**config.mk**
```make
export PLATFORM = sky130hd
export DESIGN_NAME = config_status_register
export DESIGN_NICKNAME = d
export VERILOG_FILES = /design/src/pkg/csr_pkg.sv /design/src/hw/config_status_register.sv /design/src/hw/event_irq.sv
export SDC_FILE = /design/constraint.sdc
export NUM_CORES = 1
export LEC_CHECK = 0
export CAP_MARGIN = 0
export CORE_UTILIZATION = 45
export CTS_CLUSTER_SIZE = 20
export DETAILED_ROUTE_END_ITERATION = 10
export DONT_BUFFER_PORTS = 1
export GPL_ROUTABILITY_DRIVEN = 1
export PLACE_DENSITY_LB_ADDON = 0.08
export REMOVE_ABC_BUFFERS = 1
export SLEW_MARGIN = 15
export SYNTH_ARGS = -nofsm -noshare
export SYNTH_HDL_FRONTEND = slang
export SYNTH_SLANG_ARGS = --single-unit
```
**constraint.sdc**
```tcl
create_clock -name clock_i -period 1.55 [get_ports clock_i]
set_clock_uncertainty 0.1 [all_clocks]
set_input_delay 0.155 -clock clock_i [delete_from_list [all_inputs] [get_ports clock_i]]
set_output_delay 0.155 -clock clock_i [all_outputs]
set_load 0.005 [all_outputs]
```
**src/pkg/csr_pkg.sv**
```systemverilog
// Constants, field layout and codes of the configuration and status register block
//
// Function
// The register is 16 bits: flag at bit 4, polarity at bits 3:2, soft-start at bits 1:0, bits 15:5 unused.
// Power-up, the hardware reset pin and a software reset all set the reset-occurred flag.
// Writing zero to the flag clears it, writing one leaves it, since only a reset may set it.
// Polarity 01 selects bipolar (reference at 2.5V), 10 selects unipolar (reference at analog ground).
// A written polarity of 00 or 11 is ignored and the stored polarity stays.
// After any reset the polarity holds the bipolar code.
// Soft-start 00 or 10 drives the ramp control output low and disables the cooler ramp unit.
// Soft-start 01 drives the ramp control output high; the ramp unit runs only while the path switch is off.
// A written soft-start of 11 is ignored and the field and the ramp control output stay.
// After any reset the soft-start field reads 01 and the ramp control output is high.
// The path-switch-off signal is high while the output path switch is disabled, low while enabled.
// Bits 15:5 ignore writes and read as zero.
package csr_pkg;

    // ----------------------------------------
    // Bus and register geometry
    // ----------------------------------------
    localparam int DATA_W = 32;
    localparam int REG_W = 16;
    localparam int ADDR_W = 12;
    localparam int ADDR_STRIDE = 4;

    // Register indices and byte addresses
    localparam logic [4:0] IDX_SHUTDOWN = 5'h00;
    localparam logic [4:0] IDX_SW_RESET = 5'h01;
    localparam logic [4:0] IDX_CONFIG = 5'h02;
    localparam logic [ADDR_W-1:0] ADDR_SHUTDOWN = ADDR_W'(IDX_SHUTDOWN * ADDR_STRIDE);
    localparam logic [ADDR_W-1:0] ADDR_SW_RESET = ADDR_W'(IDX_SW_RESET * ADDR_STRIDE);
    localparam logic [ADDR_W-1:0] ADDR_CONFIG = ADDR_W'(IDX_CONFIG * ADDR_STRIDE);
    localparam logic [ADDR_W-1:0] ADDR_IRQ_STATUS = 12'h040;
    localparam logic [ADDR_W-1:0] ADDR_IRQ_MASK = 12'h044;

    // Decoded register selection
    typedef enum logic [2:0] {
        SEL_NONE = 3'b000,
        SEL_SHUTDOWN = 3'b001,
        SEL_SW_RESET = 3'b010,
        SEL_CONFIG = 3'b011,
        SEL_IRQ_STATUS = 3'b100,
        SEL_IRQ_MASK = 3'b101
    } reg_sel_type;

    // ----------------------------------------
    // Field positions
    // ----------------------------------------
    localparam int FLAG_BIT = 4;
    localparam int POL_LSB = 2;
    localparam int RAMP_LSB = 0;
    localparam int SW2_LSB = 0;
    localparam int SW1_LSB = 2;
    localparam int FIELD_W = 2;
    localparam int USED_W = 5;
    localparam int SHUT_USED_W = 4;
    localparam int KEY_W = 12;

    // ----------------------------------------
    // Field codes and reset values
    // ----------------------------------------
    localparam logic [1:0] CODE_LOW_VALID = 2'h1;
    localparam logic [1:0] CODE_HIGH_VALID = 2'h2;
    localparam logic [1:0] POL_BIPOLAR = 2'h1;
    localparam logic [1:0] POL_UNIPOLAR = 2'h2;
    localparam logic [1:0] RAMP_ON = 2'h1;
    localparam logic [1:0] RAMP_INVALID = 2'h3;
    localparam logic [1:0] SW_ENABLED = 2'h1;
    localparam logic [1:0] SW_DISABLED = 2'h2;
    localparam logic FLAG_RESET = 1'h1;
    localparam logic [KEY_W-1:0] SW_RESET_KEY = 12'hBB3;

    // ----------------------------------------
    // Interrupt events
    // ----------------------------------------
    localparam int N_EVENTS = 2;
    localparam int EV_RESET = 0;
    localparam int EV_BAD_WRITE = 1;

endpackage

```
**src/hw/config_status_register.sv**
```systemverilog
// Configuration and status register with shutdown and software reset registers behind an APB slave
`timescale 1ns/1ns
module config_status_register
    import csr_pkg::*;
(
    input wire logic clock_i,
    input wire logic arst_n_i,
    input wire logic hw_reset_n_i,
    input wire logic psel_i,
    input wire logic penable_i,
    input wire logic pwrite_i,
    input wire logic [ADDR_W-1:0] paddr_i,
    input wire logic [DATA_W-1:0] pwdata_i,
    input wire logic [DATA_W/8-1:0] pstrb_i,
    output logic pready_o,
    output logic pslverr_o,
    output logic [DATA_W-1:0] prdata_o,
    output logic reference_selector_o,
    output logic ramp_control_out_o,
    output logic cooler_ramp_unit_en_o,
    output logic path_switch_off_o,
    output logic aux_switch_off_o,
    output logic irq_o
);

    // ----------------------------------------
    // Helper functions
    // ----------------------------------------

    // Address decode, shared by the read and write paths
    function automatic reg_sel_type decode(input logic [ADDR_W-1:0] addr);
        reg_sel_type sel;
        sel = SEL_NONE;
        if (addr == ADDR_SHUTDOWN) begin
            sel = SEL_SHUTDOWN;
        end else if (addr == ADDR_SW_RESET) begin
            sel = SEL_SW_RESET;
        end else if (addr == ADDR_CONFIG) begin
            sel = SEL_CONFIG;
        end else if (addr == ADDR_IRQ_STATUS) begin
            sel = SEL_IRQ_STATUS;
        end else if (addr == ADDR_IRQ_MASK) begin
            sel = SEL_IRQ_MASK;
        end
        return sel;
    endfunction

    // Two-bit field that accepts only 01 and 10
    function automatic logic [1:0] keep_valid(input logic [1:0] old, input logic [1:0] code);
        logic [1:0] res;
        res = old;
        if (code == CODE_LOW_VALID || code == CODE_HIGH_VALID) begin
            res = code;
        end
        return res;
    endfunction

    // Flags a two-bit code that the field refuses
    function automatic logic is_invalid(input logic [1:0] code);
        return code != CODE_LOW_VALID && code != CODE_HIGH_VALID;
    endfunction

    // ----------------------------------------
    // Bus phase decode
    // ----------------------------------------
    reg_sel_type sel;
    logic access_first;
    logic wr_done;
    logic low_lane;
    logic cfg_wr;
    logic shut_wr;
    logic key_hit;
    logic sw_reset_req;
    logic dev_reset;

    assign sel = decode(paddr_i);
    assign access_first = psel_i & penable_i & ~pready_o;
    assign wr_done = psel_i & penable_i & pready_o & pwrite_i;
    assign low_lane = pstrb_i[0];
    assign cfg_wr = wr_done & low_lane & (sel == SEL_CONFIG);
    assign shut_wr = wr_done & low_lane & (sel == SEL_SHUTDOWN);
    assign key_hit = (pwdata_i[KEY_W-1:0] == SW_RESET_KEY) & pstrb_i[0] & pstrb_i[1];

    // Ready after one wait state; the write lands on the ready edge
    always_ff @(posedge clock_i or negedge arst_n_i) begin
        if (!arst_n_i) begin
            pready_o <= 1'b0;
        end else begin
            pready_o <= access_first;
        end
    end

    // Software reset request, one cycle after a key write
    always_ff @(posedge clock_i or negedge arst_n_i) begin
        if (!arst_n_i) begin
            sw_reset_req <= 1'b0;
        end else begin
            sw_reset_req <= wr_done & (sel == SEL_SW_RESET) & key_hit;
        end
    end

    // Device reset from the pin or from software
    assign dev_reset = ~hw_reset_n_i | sw_reset_req;

    // ----------------------------------------
    // Configuration and status fields
    // ----------------------------------------
    logic reset_done_flag;
    logic [1:0] sign_mode;
    logic [1:0] cooler_ramp_select;
    logic [1:0] wr_pol;
    logic [1:0] wr_ramp;

    assign wr_pol = pwdata_i[POL_LSB +: FIELD_W];
    assign wr_ramp = pwdata_i[RAMP_LSB +: FIELD_W];

    // Reset-occurred flag: set by resets only, cleared by a written zero
    always_ff @(posedge clock_i or negedge arst_n_i) begin
        if (!arst_n_i) begin
            reset_done_flag <= FLAG_RESET;
        end else if (dev_reset) begin
            reset_done_flag <= FLAG_RESET;
        end else if (cfg_wr && !pwdata_i[FLAG_BIT]) begin
            reset_done_flag <= 1'b0;
        end
    end

    // Polarity field, refusing 00 and 11
    always_ff @(posedge clock_i or negedge arst_n_i) begin
        if (!arst_n_i) begin
            sign_mode <= POL_BIPOLAR;
        end else if (dev_reset) begin
            sign_mode <= POL_BIPOLAR;
        end else if (cfg_wr) begin
            sign_mode <= keep_valid(sign_mode, wr_pol);
        end
    end

    // Soft-start field, refusing 11 only
    always_ff @(posedge clock_i or negedge arst_n_i) begin
        if (!arst_n_i) begin
            cooler_ramp_select <= RAMP_ON;
        end else if (dev_reset) begin
            cooler_ramp_select <= RAMP_ON;
        end else if (cfg_wr && wr_ramp != RAMP_INVALID) begin
            cooler_ramp_select <= wr_ramp;
        end
    end

    // ----------------------------------------
    // Shutdown register, both switches disabled after reset
    // ----------------------------------------
    logic [1:0] sw1_ctl;
    logic [1:0] sw2_ctl;

    always_ff @(posedge clock_i or negedge arst_n_i) begin
        if (!arst_n_i) begin
            sw1_ctl <= SW_DISABLED;
            sw2_ctl <= SW_DISABLED;
        end else if (dev_reset) begin
            sw1_ctl <= SW_DISABLED;
            sw2_ctl <= SW_DISABLED;
        end else if (shut_wr) begin
            sw1_ctl <= keep_valid(sw1_ctl, pwdata_i[SW1_LSB +: FIELD_W]);
            sw2_ctl <= keep_valid(sw2_ctl, pwdata_i[SW2_LSB +: FIELD_W]);
        end
    end

    // ----------------------------------------
    // Control outputs, registered from the stored fields
    // ----------------------------------------
    always_ff @(posedge clock_i or negedge arst_n_i) begin
        if (!arst_n_i) begin
            reference_selector_o <= 1'b1;
            ramp_control_out_o <= 1'b1;
            cooler_ramp_unit_en_o <= 1'b1;
            path_switch_off_o <= 1'b1;
            aux_switch_off_o <= 1'b1;
        end else begin
            reference_selector_o <= (sign_mode == POL_BIPOLAR);
            ramp_control_out_o <= (cooler_ramp_select == RAMP_ON);
            cooler_ramp_unit_en_o <= (cooler_ramp_select == RAMP_ON) && (sw2_ctl == SW_DISABLED);
            path_switch_off_o <= (sw2_ctl == SW_DISABLED);
            aux_switch_off_o <= (sw1_ctl == SW_DISABLED);
        end
    end

    // ----------------------------------------
    // Interrupt events and registers
    // ----------------------------------------
    logic [N_EVENTS-1:0] events;
    logic [N_EVENTS-1:0] irq_status;
    logic [N_EVENTS-1:0] irq_mask;
    logic bad_cfg;
    logic bad_shut;

    assign bad_cfg = cfg_wr & (is_invalid(wr_pol) | (wr_ramp == RAMP_INVALID));
    assign bad_shut = shut_wr & (is_invalid(pwdata_i[SW1_LSB +: FIELD_W]) | is_invalid(pwdata_i[SW2_LSB +: FIELD_W]));
    assign events[EV_RESET] = dev_reset;
    assign events[EV_BAD_WRITE] = (bad_cfg | bad_shut) & ~dev_reset;

    event_irq #(
        .N(N_EVENTS)
    ) u_irq (
        .clock_i(clock_i),
        .arst_n_i(arst_n_i),
        .event_i(events),
        .clear_wr_i(wr_done & low_lane & (sel == SEL_IRQ_STATUS)),
        .mask_wr_i(wr_done & low_lane & (sel == SEL_IRQ_MASK)),
        .wdata_i(pwdata_i[N_EVENTS-1:0]),
        .status_o(irq_status),
        .mask_o(irq_mask),
        .irq_o(irq_o)
    );

    // ----------------------------------------
    // Read data and error answer
    // ----------------------------------------
    logic [DATA_W-1:0] read_word;

    // Read mux; unused bits stay zero
    always_comb begin
        read_word = '0;
        case (sel)
            SEL_SHUTDOWN: begin
                read_word[SW1_LSB +: FIELD_W] = sw1_ctl;
                read_word[SW2_LSB +: FIELD_W] = sw2_ctl;
            end
            SEL_CONFIG: begin
                read_word[FLAG_BIT] = reset_done_flag;
                read_word[POL_LSB +: FIELD_W] = sign_mode;
                read_word[RAMP_LSB +: FIELD_W] = cooler_ramp_select;
            end
            SEL_IRQ_STATUS: begin
                read_word[N_EVENTS-1:0] = irq_status;
            end
            SEL_IRQ_MASK: begin
                read_word[N_EVENTS-1:0] = irq_mask;
            end
            default: begin
                read_word = '0;
            end
        endcase
    end

    // Read data and error, valid together with ready
    always_ff @(posedge clock_i or negedge arst_n_i) begin
        if (!arst_n_i) begin
            prdata_o <= '0;
            pslverr_o <= 1'b0;
        end else if (access_first) begin
            prdata_o <= pwrite_i ? '0 : read_word;
            pslverr_o <= (sel == SEL_NONE);
        end else begin
            prdata_o <= '0;
            pslverr_o <= 1'b0;
        end
    end
endmodule

```
**src/hw/event_irq.sv**
```systemverilog
// Sticky event status, write-one-to-clear, mask and level interrupt output
`timescale 1ns/1ns
module event_irq #(
    parameter int N = 2
) (
    input wire logic clock_i,
    input wire logic arst_n_i,
    input wire logic [N-1:0] event_i,
    input wire logic clear_wr_i,
    input wire logic mask_wr_i,
    input wire logic [N-1:0] wdata_i,
    output logic [N-1:0] status_o,
    output logic [N-1:0] mask_o,
    output logic irq_o
);

    logic [N-1:0] next_status;

    // --------------------------------------------------
    // Status bits: an event in the clearing cycle wins
    // --------------------------------------------------
    genvar g;
    generate
        for (g = 0; g < N; g++) begin : g_bit
            assign next_status[g] = event_i[g] | (status_o[g] & ~(clear_wr_i & wdata_i[g]));
        end
    endgenerate

    // Status register
    always_ff @(posedge clock_i or negedge arst_n_i) begin
        if (!arst_n_i) begin
            status_o <= '0;
        end else begin
            status_o <= next_status;
        end
    end

    // Mask register, all events masked after reset
    always_ff @(posedge clock_i or negedge arst_n_i) begin
        if (!arst_n_i) begin
            mask_o <= '0;
        end else if (mask_wr_i) begin
            mask_o <= wdata_i;
        end
    end

    // Level interrupt, high while an enabled status bit is set
    always_ff @(posedge clock_i or negedge arst_n_i) begin
        if (!arst_n_i) begin
            irq_o <= 1'b0;
        end else begin
            irq_o <= |(status_o & mask_o);
        end
    end

endmodule

```
Word-level counts from Yosys, hierarchy flattened:

Cells that the tools add are included.

* register bits after elaboration: 54
* input port bits: 54
* output and inout port bits: 40
* logic and storage cells: 116

* eq/ne operators: 24
* mux-type cells: 23
* bitwise operators: 32
* reductions and logical operators: 20

Operator list (count)
* == test 12 x 7 -> 1 bit, second input constant: 2
* bitwise AND 1 bit: 20
* 2-to-1 mux 2 bit: 10
* 2-to-1 mux 3 bit: 5
* == test 12 bit, second input constant: 1
* == test 12 x 3 -> 1 bit, second input constant: 1
* == test 12 x 4 -> 1 bit, second input constant: 1
* zero test 12 bit: 1
* nonzero test 2 bit: 6
* == test 2 bit, second input constant: 5
* 2-to-1 mux 5 bit: 2
* == test 2 x 1 -> 1 bit, second input constant: 4
* case mux 2 bit (4 select lines): 1
* == test 3 x 2 -> 1 bit, second input constant: 2
* == test 3 bit, second input constant: 2
* != test 2 bit, second input constant: 3
* OR 1 bit: 6
* AND reduction 2 bit: 3
* logical AND 1 bit: 5
* inverter 1 bit: 5
* 2-to-1 mux 1 bit: 4
* != test 2 x 1 -> 1 bit, second input constant: 2
* case mux 2 bit (2 select lines): 1
* == test 3 x 1 -> 1 bit, second input constant: 1
* 5 further kinds: 6

Logic depth before layout (Yosys ltp):

Gate-level depths: netlist of run 1.

* depth in word-level cells: 12
* gate-level depth with buffers: 5
* depth with buffers taken out: 5

Hierarchy:

From an unflattened synthesis of run 1, not the netlist that was laid out.

* cell total of the unflattened synthesis: 162
* area total of the unflattened synthesis: 1589.0 um^2

Modules (own cells, without submodules)
* config_status_register: times used 1, cells each 150, area an instance 1402.6 um^2, sequential area each 563.0 um^2
* event_irq: times used 1, cells each 12, area an instance 186.4 um^2, sequential area each 125.1 um^2

Worst setup path after synthesis of run 1:

OpenSTA, ideal clock, no wires.

* path kind: reg2reg
* start point: reg pready_o
* end point: reg u_irq.mask_o[0]
* library setup time: 125 ps
* data arrival time: 1402 ps
* data required time: 1325 ps
* setup slack: -77 ps
* stages on the path, launching flop included: 6
* path buffers: 1
* clock period less this slack: 1627 ps
* path through: dfrtp_1 nor4bb_1 and4_1 buf_6 and2_4 mux2_4

* word-level cells in the longest chain between the ends: 4

Ends and longest elaborated chain
* start, declared: RTL line config_status_register.sv:15 `output logic pready_o,`
* start signal, assigned: RTL line config_status_register.sv:89 `pready_o <= access_first;`
* bitwise AND 1 bit (2 in a row): RTL line config_status_register.sv:78 `assign wr_done = psel_i & penable_i & pready_o & pwrite_i;`
* bitwise AND 1 bit (2 in a row): RTL line config_status_register.sv:209 `.mask_wr_i(wr_done & low_lane & (sel == SEL_IRQ_MASK)),`
* end signal, assigned: RTL line event_irq.sv:43 `mask_o <= wdata_i;`
* end, declared: RTL line event_irq.sv:13 `output logic [N-1:0] mask_o,`

Every way passes these cells.
A chain may end at the register's enable or synchronous reset.

Worst setup path after layout of run 1:

Ends and elaborated chain as after synthesis.

==> results.toml, run 1 <==
[run_status]
status = "finished, violations left"
violations = "negative hold slack, negative setup slack"

[grt]
grt_pass1_wl_mm = 5.75
grt_pass1_vias = 1270
antenna_found_initial = 0
gr-usage-all-layers = 0.213
grt_max_degree = 28
gr-total-overflow = 0

[timing]
final_hold_viol_count = 1
rsz0062_at_grt = "yes"
setup_violations = 2
worst_slack_ns = -0.00504
setup-tns-final_ns = -0.00801
drv_slew = 0
post-route-period-util = 1.00
min_period_ns = 1.56
hold_slack_ns = -0.00248
fmax_mhz = 643

[routing]
finalWirelength_mm = 3.47
drtIter0Drc = 54
drc = 0
routed_via_density = 5.46
vias = 1262
ant_nets = 0
post_drt_wl_per_cell_um = 15.0
drt-pass1-iter-count = 5

[synthesis]
yosys.area_share.simple = 0.245
muxShareOfSynthArea = 0.0461
yosys_warnings = 0
syn-cell-area_um2 = 1550
synth_top_family_by_area = "simple AND/OR/NAND/NOR gates"
synth_edf_count = 0
netlist_instances = 157
synth_compound_area_frac = 0.0955
ys_seq_area_frac = 0.445
ys.flop_type = "dfrtp_1"
syn_avg_cell_area_um2 = 9.85
synth-seq-cells = 27
yosysUniqueCellTypes = 38
synth_fa_ha_area_frac = 0.0162
synth-xor-area-share = 0
synthArstFlopShare = 1.00

[clock_tree]
cts_buffer_depth = 2
clk_latency_ns = 0.33
clkTransAtPathRegs_ns = 0.14
numCtsBuffers = 3
cts_root_buf = "clkbuf_4"
htreeDepth = 1
cts_tree = "built"
cts.sinks = 27

[floorplan]
fp.coreArea_um2 = 3150
num_rows = 20
die_area_um2 = 3670
initial_core_util = 0.490
io_pins = 94
die_y_um = 60.6
fp.dieW_um = 60.6

[cells_and_area]
finish.instance_area_um2 = 1830
area_growth_pct = 18.4
drive_above_1_share = 0.176
multi_input_area_um2 = 761
fillCellCount = 296
fin_nets = 244
seq_area_um2 = 688
antenna_cells = 0

[run]
cap_violations = 0

[placement]
dp_hpwl_mm = 2.26
io_buffers = 0
place.gp.congestion = 0.882
dpl_cell_area_um2 = 1530

[worst_setup_path]
crit_type = "reg2reg"
startpoint_type = "flop"
max_stage_delay_ns = 0.41
cp_slowest_cell = "dfrtp_1"
worstPathRequired_ns = 1.68
critical_path_arrival_ns = 1.68
end_kind = "flop"
worstPathCellList = "nor4bb_4 -> and4_4 -> and2_4 -> mux2_4"
crit_fanout = 3

[power]
p_total_mw = 1.18
peakVddDrop_mv = 0.259
power_density_nw_per_um2 = 647
p_leak_nw = 0.782

[hold_path]
hp-class = "in2reg"
[synth_stat cells, types with 4 or more instances]
| cell type | n | share of area |
|---|---|---|
| o21ai_0 | 13 | 0.042 |
| nor2_1 | 9 | 0.022 |
| and2_1 | 4 | 0.016 |
| dfstp_2 | 10 | 0.17 |
| nor2b_1 | 7 | 0.028 |
| buf_4 | 27 | 0.13 |
| a21oi_1 | 8 | 0.026 |
| dfrtp_1 | 17 | 0.28 |
| nand3_1 | 9 | 0.029 |
| nor3_1 | 5 | 0.016 |
| nand2_1 | 8 | 0.019 |
[placed cells by master (no fill, tap or decap), types with 3 or more instances in the layout]
| master | Yosys | layout |
|---|---|---|
| a21oi_1 | 8 | 6 |
| and2_1 | 4 | 4 |
| buf_4 | 27 | 7 |
| clkbuf_4 | 0 | 3 |
| conb_1 | 1 | 27 |
| dfrtp_1 | 17 | 17 |
| dfstp_2 | 10 | 10 |
| dlygate4sd3_1 | 0 | 22 |
| mux2i_1 | 3 | 3 |
| nand2_1 | 8 | 8 |
| nand2b_1 | 3 | 3 |
| nand3_1 | 9 | 9 |
| nor2_1 | 9 | 9 |
| nor2b_1 | 7 | 7 |
| nor3_1 | 5 | 5 |
| o21ai_0 | 13 | 8 |
| o21ai_1 | 0 | 5 |
[sequential cells by signal, summed over array words and instances (netlist names), 2 cells and up]
signal	cells
u_irq.mask_o	2
sw1_ctl	2
u_irq.status_o	2
prdata_o	5
sign_mode	2
cooler_ramp_select	2
sw2_ctl	2
[worst max-delay path, delay by kind of cell, from the launching register on]
kind	cells	cell delay, ns
flops	1	0.41
simple gates	3	0.67
mux	1	0.29
[report_power, final]
group          internal, mW  total [mW]  switching (mW)  leakage [nW]
clock                 0.101       0.307           0.206        0.0150
combinational        0.0810       0.166          0.0853         0.431
sequential            0.709       0.711         0.00208         0.336
total                 0.891        1.18           0.293         0.782
[path summary, 6_finish.rpt]
kind | depth (start not counted) | to | startpoint | slack [ns]
worst min-delay path | 3 | sign_mode[1] | paddr_i[3] | -0.002
min in group asynchronous | 2 | u_irq.status_o[1] | arst_n_i | 0.14
max in group asynchronous | 2 | sw2_ctl[1] | arst_n_i | 0.98
worst min register to register | 1 | aux_switch_off_o | sw1_ctl[0] | 0.33
worst max register to register | 4 | u_irq.mask_o[0] | pready_o | -0.005
worst max-delay path | 4 | u_irq.mask_o[0] | pready_o | -0.005
[per-layer routing]
layer,track usage,up-vias,share of wire
li1,-,556,-
met1,0.257,606,0.41
met2,0.377,91,0.50
met3,0.0384,9,0.079
met4,0.0812,0,0.014
met5,0,-,0
[area by class of cell]
| class | instances | share of cell area |
|---|---|---|
| timing repair buffer | 30 | 0.160 |
| inverter | 2 | 0.00410 |
| clock buffer | 4 | 0.0144 |
| multi-input combinational | 124 | 0.416 |
| tap | 44 | 0.0301 |
| sequential | 27 | 0.376 |
[metrics by stage]
step	worst slack [ns]	std cells	utilization	hold WS [ns]
2_1_floorplan	-0.141	153	-	-0.241
3_3_place_gp	-0.0389	204	0.485	-0.240
3_5_place_dp	-0.0354	204	0.485	-0.240
4_1_cts	0.00359	231	0.574	0.00995
5_1_grt	-0.0780	231	0.581	0.0381
6_report	-0.00504	231	0.581	-0.00248
[logic make-up after synthesis]
kind of cell / after synthesis
AND/OR/NAND/NOR: 63
buffers and inverters: 32
flip-flops: 27
AO/OA/AOI/OAI: 26
multiplexers: 6
adder cells (fa/ha/maj): 2
other: 1
[timing repair]
action                                  CTS  global route
endpoints found under the setup margin    2            14
endpoints found under the hold margin    47             0
gates resized for setup                   2            10
hold buffers                             23             0
pin swaps                                 1             1
buffers inserted                          0             0
(Power assumes the default switching activity.)
==> run 2: changes to the inputs <==
- SKIP_CTS_REPAIR_TIMING: unset -> 1
==> run 2 against run 1 <==
Effect of this change:
- via count fell by 4.5%
- register-to-register slack is essentially flat
- worst setup slack better by 0.0041 ns
- core utilization down 3.1 points
- the run still ends with negative hold slack, negative setup slack left
- worst hold slack worse by 0.12 ns
==> results.toml, run 2 (synthesized netlist as in run 1, its figures left out) <==
[grt]
grt_max_degree = 28
grt_pass1_wl_mm = 4.98
gr-usage-all-layers = 0.185
gr-total-overflow = 0
grt_pass1_vias = 1098
antenna_found_initial = 0

[worst_setup_path]
worstPathRequired_ns = 1.67
end_kind = "flop"
cp_slowest_cell = "dfrtp_1"
crit_type = "reg2reg"
crit_fanout = 3
worstPathCellList = "nor4bb_4 -> and4_4 -> and2_4 -> mux2_4"
critical_path_arrival_ns = 1.67
startpoint_type = "flop"
max_stage_delay_ns = 0.41
rr_worst_depth = 4

[run_status]
status = "finished, violations left"
violations = "negative hold slack, negative setup slack"

[clock_tree]
cts_root_buf = "clkbuf_4"
cts_buffer_depth = 2
clk_latency_ns = 0.32
numCtsBuffers = 3
clkTransAtPathRegs_ns = 0.13
htreeDepth = 1
cts_tree = "built"
cts.sinks = 27

[cells_and_area]
layout_commonest_cell = "conb_1"
drive_above_1_share = 0.162
fillCellCount = 300
regMostFlops = "prdata_o"
antenna_cells = 0
finish.instance_area_um2 = 1730
area_growth_pct = 12.0
mostFrequentLayoutCells = "conb_1 (27), dfrtp_1 (17), dlygate4sd3_1 (14), o21ai_0 (11), dfstp_2 (10)"
largest_reg_flops = 5
fin_nets = 236

[routing]
ant_nets = 0
post_drt_wl_per_cell_um = 14.5
finalWirelength_mm = 3.23
vias = 1205
drtIter0Drc = 37
routed_via_density = 5.40
drt-pass1-iter-count = 4
drc = 0

[hold_path]
hp-class = "in2reg"
whs_path_depth = 2

[placement]
dp_hpwl_mm = 2.26
place.gp.congestion = 0.882
io_buffers = 0
dpl_cell_area_um2 = 1530
place_ws_ns = -0.0354

[timing]
setup_violations = 1
post-route-period-util = 1.00
rsz0062_at_grt = "yes"
hold_slack_ns = -0.123
min_period_ns = 1.55
final_hold_viol_count = 3
fmax_mhz = 645
drv_slew = 0
worst_slack_ns = -0.000974

[floorplan]
die_area_um2 = 3670
die_y_um = 60.6
num_rows = 20
io_pins = 94
initial_core_util = 0.490
fp.dieW_um = 60.6
fp.coreArea_um2 = 3150

[power]
p_comb_frac = 0.126
p_int_mw = 0.876
clkPwrFrac = 0.258
power_density_nw_per_um2 = 667
peakVddDrop_mv = 0.253
swShare = 0.241
p_leak_nw = 0.745
switching_power_mw = 0.279
seqPwrFrac = 0.616

[run]
cap_violations = 0
==> run 2: worst max-delay path: cells and delay by family, from the launching register on <==
family	cells	cell delay, ns
AND/OR/NAND/NOR	3	0.66
flip-flops	1	0.41
multiplexers	1	0.29
==> run 2: path summary, 6_finish.rpt <==
kind | startpoint | endpoint | slack [ns]
max | pready_o | u_irq.mask_o[0] | -0.001
max reg2reg | pready_o | u_irq.mask_o[0] | -0.001
min reg2reg | sw1_ctl[0] | aux_switch_off_o | 0.33
max in group asynchronous | arst_n_i | sw2_ctl[1] | 0.97
min in group asynchronous | arst_n_i | pready_o | 0.15
min | paddr_i[6] | prdata_o[0] | -0.12
==> run 2: area by class of cell <==
type | instances | area (um^2) | area share
clock buffer | 4 | 26.3 | 0.0152
inverter | 2 | 7.51 | 0.00434
multi-input combinational | 124 | 742 | 0.428
sequential | 27 | 688 | 0.397
tap | 44 | 55.1 | 0.0318
timing repair buffer | 22 | 213 | 0.123
==> run 2: metrics by stage <==
stage	hold WS (ns)	std cells	setup TNS, ns	total power [mW]	utilization
after floorplan	-0.241	153	-0.283	0.790	-
after global placement	-0.240	204	-0.0767	0.809	0.485
after detailed placement	-0.240	204	-0.0683	0.811	0.485
after CTS	-0.600	208	-0.127	1.10	0.493
after global routing	-0.146	223	-0.520	1.21	0.549
final	-0.123	223	-0.000974	1.15	0.549
==> run 2: routing by layer <==
metal,part of all wire,wire [um],track usage,vias up
li1,-,-,-,539
met1,0.43,1390,0.241,583
met2,0.48,1540,0.301,76
met3,0.076,246,0.0341,7
met4,0.016,51,0.0779,0
met5,0,0,0,-
==> run 2: power groups by stage <==
| stage | Clock (mW) | Combinational, mW | Sequential (mW) |
|---|---|---|---|
| 2_1_floorplan | 0 | 0.0675 | 0.723 |
| 4_1_cts | 0.304 | 0.0888 | 0.711 |
| 6_report | 0.298 | 0.146 | 0.711 |
| 5_1_grt | 0.337 | 0.160 | 0.712 |
| 3_3_place_gp | 0 | 0.0863 | 0.723 |
| 3_5_place_dp | 0 | 0.0881 | 0.723 |
